## src/ptei_pkg.sv

```systemverilog
package ptei_pkg;

    // ************************************************************
    // bus geometry
    // ************************************************************
    localparam int ADDR_W = 12;                     // byte address, one word per register
    localparam int DATA_W = 32;
    localparam int BE_W = 4;

    // ************************************************************
    // register byte offsets
    // ************************************************************
    localparam logic [ADDR_W-1:0] OFF_CONST_LATENCY_TRIGGER = 12'h078;
    localparam logic [ADDR_W-1:0] OFF_LOW_POWER_TRIGGER = 12'h07c;
    localparam logic [ADDR_W-1:0] OFF_SUPPLY_WARNING_FLAG = 12'h108;
    localparam logic [ADDR_W-1:0] OFF_SLEEP_ENTRY_FLAG = 12'h114;
    localparam logic [ADDR_W-1:0] OFF_SLEEP_EXIT_FLAG = 12'h118;
    localparam logic [ADDR_W-1:0] OFF_IRQ_ENABLE_SET_REG = 12'h304;
    localparam logic [ADDR_W-1:0] OFF_IRQ_ENABLE_CLEAR_REG = 12'h308;

    // ************************************************************
    // field positions and values
    // ************************************************************
    localparam int TRIGGER_BIT = 0;                 // task trigger field
    localparam int FLAG_BIT = 0;                    // event flag field
    localparam int EN_SUPPLY_BIT = 0;               // enable field of the warning event
    localparam int EN_ENTRY_BIT = 1;                // enable field of the sleep entry event
    localparam int EN_EXIT_BIT = 2;                 // enable field of the sleep exit event
    localparam int LANE0 = 0;                       // byte lane holding every field
    localparam logic [DATA_W-1:0] RESET_WORD = 32'h0000_0000;
    localparam logic [DATA_W-1:0] UNMAPPED_WORD = 32'h0000_0000;

    // ************************************************************
    // carriers
    // ************************************************************
    // one bit per event, same layout for flags and enables
    typedef struct packed {
        logic sleep_exit;
        logic sleep_entry;
        logic supply_warn;
    } ptei_evt_t;

    localparam ptei_evt_t EVT_NONE = 3'h0;

    // power system operating mode
    typedef enum logic {
        PTEI_MODE_LOW_POWER,
        PTEI_MODE_CONST_LATENCY
    } ptei_mode_t;

endpackage

```

## src/ptei_regs.sv

```systemverilog
// Operation
// - writing 1 selects constant latency mode
// - writing 1 selects low power mode
// - supply warning sets its event flag
// - entering cpu sleep sets entry flag
// - leaving cpu sleep sets exit flag
// - enable set register writes 1 enable
// - enable set register reads enable state
// - clear register 1 disables, 0 keeps
// - clear register reads same enable state
module ptei_regs (
    // clock and reset
    input wire logic core_clk,
    input wire logic nrst,
    // avalon-mm slave
    input wire logic [ptei_pkg::ADDR_W-1:0] avs_address,
    input wire logic avs_read,
    input wire logic avs_write,
    input wire logic [ptei_pkg::DATA_W-1:0] avs_writedata,
    input wire logic [ptei_pkg::BE_W-1:0] avs_byteenable,
    output logic [ptei_pkg::DATA_W-1:0] avs_readdata,
    output logic avs_waitrequest,
    // event sources
    input wire logic supply_drop_warning,
    input wire logic cpu_sleeping,
    // power system control
    output ptei_pkg::ptei_mode_t power_mode,
    output logic constant_latency_task,
    output logic low_power_task,
    // interrupt
    output logic irq
);

    // ************************************************************
    // bus handshake
    // ************************************************************
    // one wait state: the answer flop rises the cycle after a request
    // shows up, and the access is committed on the edge the master
    // samples waitrequest low, so a write lands exactly once
    logic ack_q;
    logic ack_d;
    logic req;                                      // any access pending
    logic commit_wr;                                // write taken this edge
    logic lane0;                                    // low byte lane enabled

    assign req = avs_read | avs_write;
    assign ack_d = req & ~ack_q;
    assign commit_wr = avs_write & ack_q;
    assign lane0 = avs_byteenable[ptei_pkg::LANE0];

    // ************************************************************
    // address decode
    // ************************************************************
    function automatic logic hit_at(input logic [ptei_pkg::ADDR_W-1:0] a,
                                    input logic [ptei_pkg::ADDR_W-1:0] off);
        hit_at = (a == off);
    endfunction

    logic sel_cl;                                   // constant latency trigger
    logic sel_lp;                                   // low power trigger
    logic sel_sw;                                   // supply warning flag
    logic sel_se;                                   // sleep entry flag
    logic sel_sx;                                   // sleep exit flag
    logic sel_es;                                   // enable set
    logic sel_ec;                                   // enable clear

    assign sel_cl = hit_at(avs_address, ptei_pkg::OFF_CONST_LATENCY_TRIGGER);
    assign sel_lp = hit_at(avs_address, ptei_pkg::OFF_LOW_POWER_TRIGGER);
    assign sel_sw = hit_at(avs_address, ptei_pkg::OFF_SUPPLY_WARNING_FLAG);
    assign sel_se = hit_at(avs_address, ptei_pkg::OFF_SLEEP_ENTRY_FLAG);
    assign sel_sx = hit_at(avs_address, ptei_pkg::OFF_SLEEP_EXIT_FLAG);
    assign sel_es = hit_at(avs_address, ptei_pkg::OFF_IRQ_ENABLE_SET_REG);
    assign sel_ec = hit_at(avs_address, ptei_pkg::OFF_IRQ_ENABLE_CLEAR_REG);

    // write strobes, only the low lane carries fields
    logic wr_lane;
    logic wr_bit_trig;
    logic wr_bit_flag;

    assign wr_lane = commit_wr & lane0;
    assign wr_bit_trig = avs_writedata[ptei_pkg::TRIGGER_BIT];
    assign wr_bit_flag = avs_writedata[ptei_pkg::FLAG_BIT];

    // ************************************************************
    // tasks and power mode
    // ************************************************************
    logic cl_fire;                                  // constant latency task fires
    logic lp_fire;                                  // low power task fires
    ptei_pkg::ptei_mode_t mode_q;
    ptei_pkg::ptei_mode_t mode_d;
    logic cl_pulse_q;
    logic lp_pulse_q;

    assign cl_fire = wr_lane & sel_cl & wr_bit_trig;
    assign lp_fire = wr_lane & sel_lp & wr_bit_trig;

    // a zero written to a trigger is a no-op; the two triggers sit at
    // different addresses so they can never fire together
    assign mode_d = cl_fire ? ptei_pkg::PTEI_MODE_CONST_LATENCY :
                    lp_fire ? ptei_pkg::PTEI_MODE_LOW_POWER :
                    mode_q;

    // mode level plus one-cycle task pulses for the regulator logic
    always_ff @(posedge core_clk) begin
        if (!nrst) begin
            mode_q <= ptei_pkg::PTEI_MODE_LOW_POWER;
            cl_pulse_q <= 1'b0;
            lp_pulse_q <= 1'b0;
        end else begin
            mode_q <= mode_d;
            cl_pulse_q <= cl_fire;
            lp_pulse_q <= lp_fire;
        end
    end

    assign power_mode = mode_q;
    assign constant_latency_task = cl_pulse_q;
    assign low_power_task = lp_pulse_q;

    // ************************************************************
    // event flags
    // ************************************************************
    ptei_pkg::ptei_evt_t flags;

    // warning flag: rising edge of the comparator warning
    ptei_event_flag #(
        .FALLING(1'b0)
    ) u_flag_supply (
        .core_clk(core_clk),
        .nrst(nrst),
        .src(supply_drop_warning),
        .sw_we(wr_lane & sel_sw),
        .sw_val(wr_bit_flag),
        .flag_q(flags.supply_warn)
    );

    // entry flag: cpu goes to sleep on a wait instruction
    ptei_event_flag #(
        .FALLING(1'b0)
    ) u_flag_entry (
        .core_clk(core_clk),
        .nrst(nrst),
        .src(cpu_sleeping),
        .sw_we(wr_lane & sel_se),
        .sw_val(wr_bit_flag),
        .flag_q(flags.sleep_entry)
    );

    // exit flag: cpu leaves sleep
    ptei_event_flag #(
        .FALLING(1'b1)
    ) u_flag_exit (
        .core_clk(core_clk),
        .nrst(nrst),
        .src(cpu_sleeping),
        .sw_we(wr_lane & sel_sx),
        .sw_val(wr_bit_flag),
        .flag_q(flags.sleep_exit)
    );

    // ************************************************************
    // interrupt enables
    // ************************************************************
    ptei_pkg::ptei_evt_t en_q;
    ptei_pkg::ptei_evt_t en_d;
    ptei_pkg::ptei_evt_t wr_fields;                 // write data as event fields
    ptei_pkg::ptei_evt_t set_mask;
    ptei_pkg::ptei_evt_t clr_mask;

    assign wr_fields.supply_warn = avs_writedata[ptei_pkg::EN_SUPPLY_BIT];
    assign wr_fields.sleep_entry = avs_writedata[ptei_pkg::EN_ENTRY_BIT];
    assign wr_fields.sleep_exit = avs_writedata[ptei_pkg::EN_EXIT_BIT];

    assign set_mask = (wr_lane & sel_es) ? wr_fields : ptei_pkg::EVT_NONE;
    assign clr_mask = (wr_lane & sel_ec) ? wr_fields : ptei_pkg::EVT_NONE;

    // zeros in either mask leave the enable alone
    assign en_d = (en_q | set_mask) & ~clr_mask;

    // enable bits
    always_ff @(posedge core_clk) begin
        if (!nrst) begin
            en_q <= ptei_pkg::EVT_NONE;
        end else begin
            en_q <= en_d;
        end
    end

    // ************************************************************
    // interrupt output
    // ************************************************************
    // registered so the pin comes from a flop; it trails the flags by
    // one cycle, which software never sees as a glitch
    logic irq_q;
    logic irq_d;

    assign irq_d = |(flags & en_q);

    always_ff @(posedge core_clk) begin
        if (!nrst) begin
            irq_q <= 1'b0;
        end else begin
            irq_q <= irq_d;
        end
    end

    assign irq = irq_q;

    // ************************************************************
    // read mux
    // ************************************************************
    logic [ptei_pkg::DATA_W-1:0] en_word;           // enables placed at their fields
    logic [ptei_pkg::DATA_W-1:0] rd_word;

    always_comb begin
        en_word = ptei_pkg::RESET_WORD;
        en_word[ptei_pkg::EN_SUPPLY_BIT] = en_q.supply_warn;
        en_word[ptei_pkg::EN_ENTRY_BIT] = en_q.sleep_entry;
        en_word[ptei_pkg::EN_EXIT_BIT] = en_q.sleep_exit;
    end

    // triggers are write-only and read back as zero, like unmapped space
    assign rd_word =
        sel_sw ? {{(ptei_pkg::DATA_W-1){1'b0}}, flags.supply_warn} :
        sel_se ? {{(ptei_pkg::DATA_W-1){1'b0}}, flags.sleep_entry} :
        sel_sx ? {{(ptei_pkg::DATA_W-1){1'b0}}, flags.sleep_exit} :
        (sel_es | sel_ec) ? en_word :
        ptei_pkg::UNMAPPED_WORD;

    // ************************************************************
    // bus answer flops
    // ************************************************************
    logic [ptei_pkg::DATA_W-1:0] rdata_q;
    logic [ptei_pkg::DATA_W-1:0] rdata_d;

    // data is captured with the ack so it stands on the sampling edge
    assign rdata_d = (avs_read & ~ack_q) ? rd_word : rdata_q;

    always_ff @(posedge core_clk) begin
        if (!nrst) begin
            ack_q <= 1'b0;
            rdata_q <= ptei_pkg::RESET_WORD;
        end else begin
            ack_q <= ack_d;
            rdata_q <= rdata_d;
        end
    end

    assign avs_readdata = rdata_q;
    assign avs_waitrequest = ~ack_q;

endmodule

```

## src/ptei_event_flag.sv

```systemverilog
// ************************************************************
// one sticky event flag with an edge detecting source
// ************************************************************
module ptei_event_flag #(
    parameter bit FALLING = 1'b0                    // 1: event is the falling edge of src
) (
    // clock and reset
    input wire logic core_clk,
    input wire logic nrst,
    // event source, a level
    input wire logic src,
    // software access
    input wire logic sw_we,
    input wire logic sw_val,
    // flag state
    output logic flag_q
);

    logic src_q;                                    // source one cycle back
    logic hit;                                      // edge seen this cycle
    logic flag_d;

    // edge decode on the selected polarity
    assign hit = FALLING ? (src_q & ~src) : (~src_q & src);

    // hardware set wins over a software clear in the same cycle
    assign flag_d = hit ? 1'b1 : (sw_we ? sw_val : flag_q);

    // flag and edge history
    always_ff @(posedge core_clk) begin
        if (!nrst) begin
            src_q <= 1'b0;
            flag_q <= 1'b0;
        end else begin
            src_q <= src;
            flag_q <= flag_d;
        end
    end

endmodule

```

## config.mk

```make
export PLATFORM = sky130hd
export DESIGN_NAME = ptei_regs
export DESIGN_NICKNAME = d
export VERILOG_FILES = /design/src/ptei_pkg.sv /design/src/ptei_regs.sv /design/src/ptei_event_flag.sv
export SDC_FILE = /design/constraint.sdc
export NUM_CORES = 1
export LEC_CHECK = 0
export BUFFER_PORTS_ARGS = -buffer_cell sky130_fd_sc_hd__buf_2
export CAP_MARGIN = 25
export CORE_MARGIN = 8
export CORE_UTILIZATION = 39
export CTS_CLUSTER_DIAMETER = 120
export DETAILED_ROUTE_END_ITERATION = 8
export GPL_TIMING_DRIVEN = 0
export PLACE_DENSITY = 0.84
export REMOVE_ABC_BUFFERS = 1
export SLEW_MARGIN = 30
export SYNTH_ARGS = -nofsm -noshare
export SYNTH_HDL_FRONTEND = slang
export SYNTH_SLANG_ARGS = --single-unit
export TNS_END_PERCENT = 20
```

## constraint.sdc

```tcl
create_clock -name core_clk -period 4.3 [get_ports core_clk]
set_input_delay 0.645 -clock core_clk [delete_from_list [all_inputs] [get_ports core_clk]]
set_output_delay 0.645 -clock core_clk [all_outputs]
set_load 0.02 [all_outputs]
```

==> results.yml <==
outcome:
  outcome: "finished, final reports clean"
setup_path:
  crit_fanout: 5
  critPathSlowestCell: "nor4b_1"
  crit_chain: "buf_2 -> nor4b_1 -> nand4_1 -> mux2i_1 -> o22ai_1"
  crit_required_ns: 4.47
  cpLargestDelayFamily: "simple AND/OR/NAND/NOR gates"
  rr_worst_depth: 4
  worst_setup_path_end_kind: "register"
  cpPeakStageDelay_ns: 0.67
  path_class: "input pin to register"
  cp.arrival_ns: 1.94
  critPathLaunchType: "input pin"
  cp_num_buf_inv: 1
  cp.depth: 5
timing:
  setup_tns_ns: 0
  fin_crit_ns: 1.77
  fmax_ghz: 0.565
  fin_worst_skew_ns: 0.000789
  final-setup-viol-count: 0
  slew_viol_final: 0
  finalHoldViolCount: 0
  maxSlewHeadroom_pct: 49.8
  fin_crit_sh_pct: 41.2
  rsz0062_at_grt: "false"
  worst_pin_slew_ns: 0.743
synth:
  ys_seq_elements: 16
  synth_cell_types: 32
  synth.cell_area_um2: 985
  synth_cells: 116
  ys_warn_count: 0
  ys_seq_area_share_pct: 32.5
  postSynthAreaPerCell_um2: 8.49
power:
  powerDensity_nw_per_um2: 267
  p_leak_nw: 0.495
  peakVddDrop_mv: 0.256
cts:
  clk_path_buf_depth: 2
  cts.repair.resized: 0
  cts-htree-levels: 1
  cts_setup_buffers: 0
  clkSinkCount: 16
  clk_pin_slew_ns: 0.08
  cts_hold_buffers: 0
  cts_tree: "built"
  numCtsBuffers: 3
  clk_latency_ns: 0.28
  cts_root_buffer: "clkbuf_4"
die:
  core_um2: 2430
  start_util_pct: 40.5
  die_height_um: 66.2
  rows: 18
  io_pins: 91
  die_w_um: 66.2
  die_area_um2: 4390
grt:
  grt-ovfl-total: 0
  grt_usage_pct: 9.72
  grt_max_degree: 11
  grt_pass1_wl_um: 3390
  antenna_found_initial: 0
  grt_pass1_vias: 787
detailed_routing:
  drc_errors: 0
  wl_um: 2200
  wire_per_inst_um: 12.5
  drtAntennaViolNets: 0
  drt_iter0_drc: 18
  vias_per_cell: 4.76
  dr.pass1.iters: 4
  via_count: 838
finish:
  fin_nets: 202
  num_antenna_cells: 0
  mostFrequentLayoutCells: "conb_1 (29), buf_2 (29), dfxtp_1 (16)"
  area_growth_pct: 9.02
  final_cell_area_um2: 1070
  drive_gt1_share_pct: 24.0
place:
  portBuffers: 29
  place_hpwl_um: 1910
  gp_congestion: 0.785
  placed_area_um2: 1050
min_path:
  hold_class: "register to register"
  whs_path_depth: 2
job:
  maxCapViolations: 0
==> cell usage after synthesis <==
library cell   n  area share [%]
or3_1          2             1.3
a32o_1         1             1.0
conb_1         1            0.38
nand4b_1       1            0.89
and4_1         4             3.6
nand3_1        5             2.5
nor2_1         5             1.9
and2_1         1            0.64
nor4b_2        2             3.0
a222oi_1       1             1.0
xor2_1         1            0.89
nor2b_1        1            0.64
mux2i_1        3             3.0
nand2b_1       3             1.9
nor4b_1        1            0.89
a211oi_1       4             3.0
nor3_1         2             1.0
or2_1          1            0.64
dfxtp_1       16              33
and4bb_2       1             1.3
clkbuf_1       1            0.38
nand2_1        6             2.3
clkinv_1       1            0.38
o21ai_0        2             1.0
and3_1         2             1.3
nand4_1        4             2.5
buf_4         29              22
a31oi_1        1            0.64
a21oi_1        7             3.6
o22ai_1        2             1.3
nor4_1         2             1.3
inv_1          3             1.1
==> cell families (layout without fill, tap and decap cells) <==
| kind of cell | after synthesis | in the layout | share of synthesized area, % |
|---|---|---|---|
| DFF | 16 | 16 | 32.5 |
| AOI/OAI and AO/OA | 18 | 18 | 11.6 |
| other | 1 | 29 | 0.381 |
| muxes | 3 | 3 | 3.05 |
| buffers and inverters | 34 | 36 | 24.0 |
| xor gates and xnor gates | 1 | 1 | 0.890 |
| and+or+nand+nor | 43 | 43 | 27.6 |
==> metal layers <==
layer | routed length [um] | vias to the layer above | track usage, %
met3 | 306 | 0 | 4.75
met5 | 0 | - | 0
met4 | 0 | 0 | 0.800
met1 | 873 | 375 | 11.0
li1 | - | 420 | -
met2 | 1020 | 43 | 16.6
==> tightest hold or removal path, cell delays in order, from the launching register on <==
cell and delay [ns]:
dfxtp_1 0.31, nand2_1 0.05, a21oi_1 0.05
==> final timing paths <==
kind | slack [ns] | start | to
max reg2reg | 3.04 | ack_q$_SDFF_PN0_ | en_q[1]$_SDFF_PN0_
max | 2.53 | avs_address[11] | u_flag_entry.flag_q$_SDFFE_PN0P_
min reg2reg | 0.45 | avs_readdata[2]$_SDFFE_PN0P_ | avs_readdata[2]$_SDFFE_PN0P_
min | 0.45 | avs_readdata[2]$_SDFFE_PN0P_ | avs_readdata[2]$_SDFFE_PN0P_
==> flip-flops by register name, indices dropped and copies added, names as in the netlist <==
signal,cells
low_power_task,1
ack_q,1
avs_readdata,3
u_flag_supply.src_q,1
u_flag_entry.flag_q,1
irq,1
u_flag_exit.src_q,1
constant_latency_task,1
u_flag_supply.flag_q,1
en_q,3
u_flag_exit.flag_q,1
power_mode,1
==> metrics by stage <==
step	setup slack, ns	hold WS [ns]	util [%]	std cells	total power [W]
floorplan	2.51	0.431	-	114	0.000194
global placement	2.23	0.433	43.2	173	0.000212
detailed placement	2.25	0.441	43.2	173	0.000213
CTS	2.57	0.453	44.1	176	0.000289
global route	2.39	0.474	44.1	176	0.000306
finish	2.53	0.451	44.1	176	0.000287
==> where the power goes <==
group	total, W	internal, W	switching, W	leakage, nW
Combinational	0.0000562	0.0000147	0.0000415	0.350
Clock	0.0000757	0.0000325	0.0000432	0.0138
Sequential	0.000155	0.000152	0.00000306	0.130
Total	0.000287	0.000199	0.0000877	0.495
==> final cells by class <==
type | count | area [um2]
Clock buffer | 3 | 22.5
Fill cell | 263 | 1360
Inverter | 4 | 15.0
Multi-Input combinational cell | 94 | 533
Sequential cell | 16 | 320
Tap cell | 30 | 37.5
Timing Repair Buffer | 29 | 145
Power figures use the tool's default switching activity.
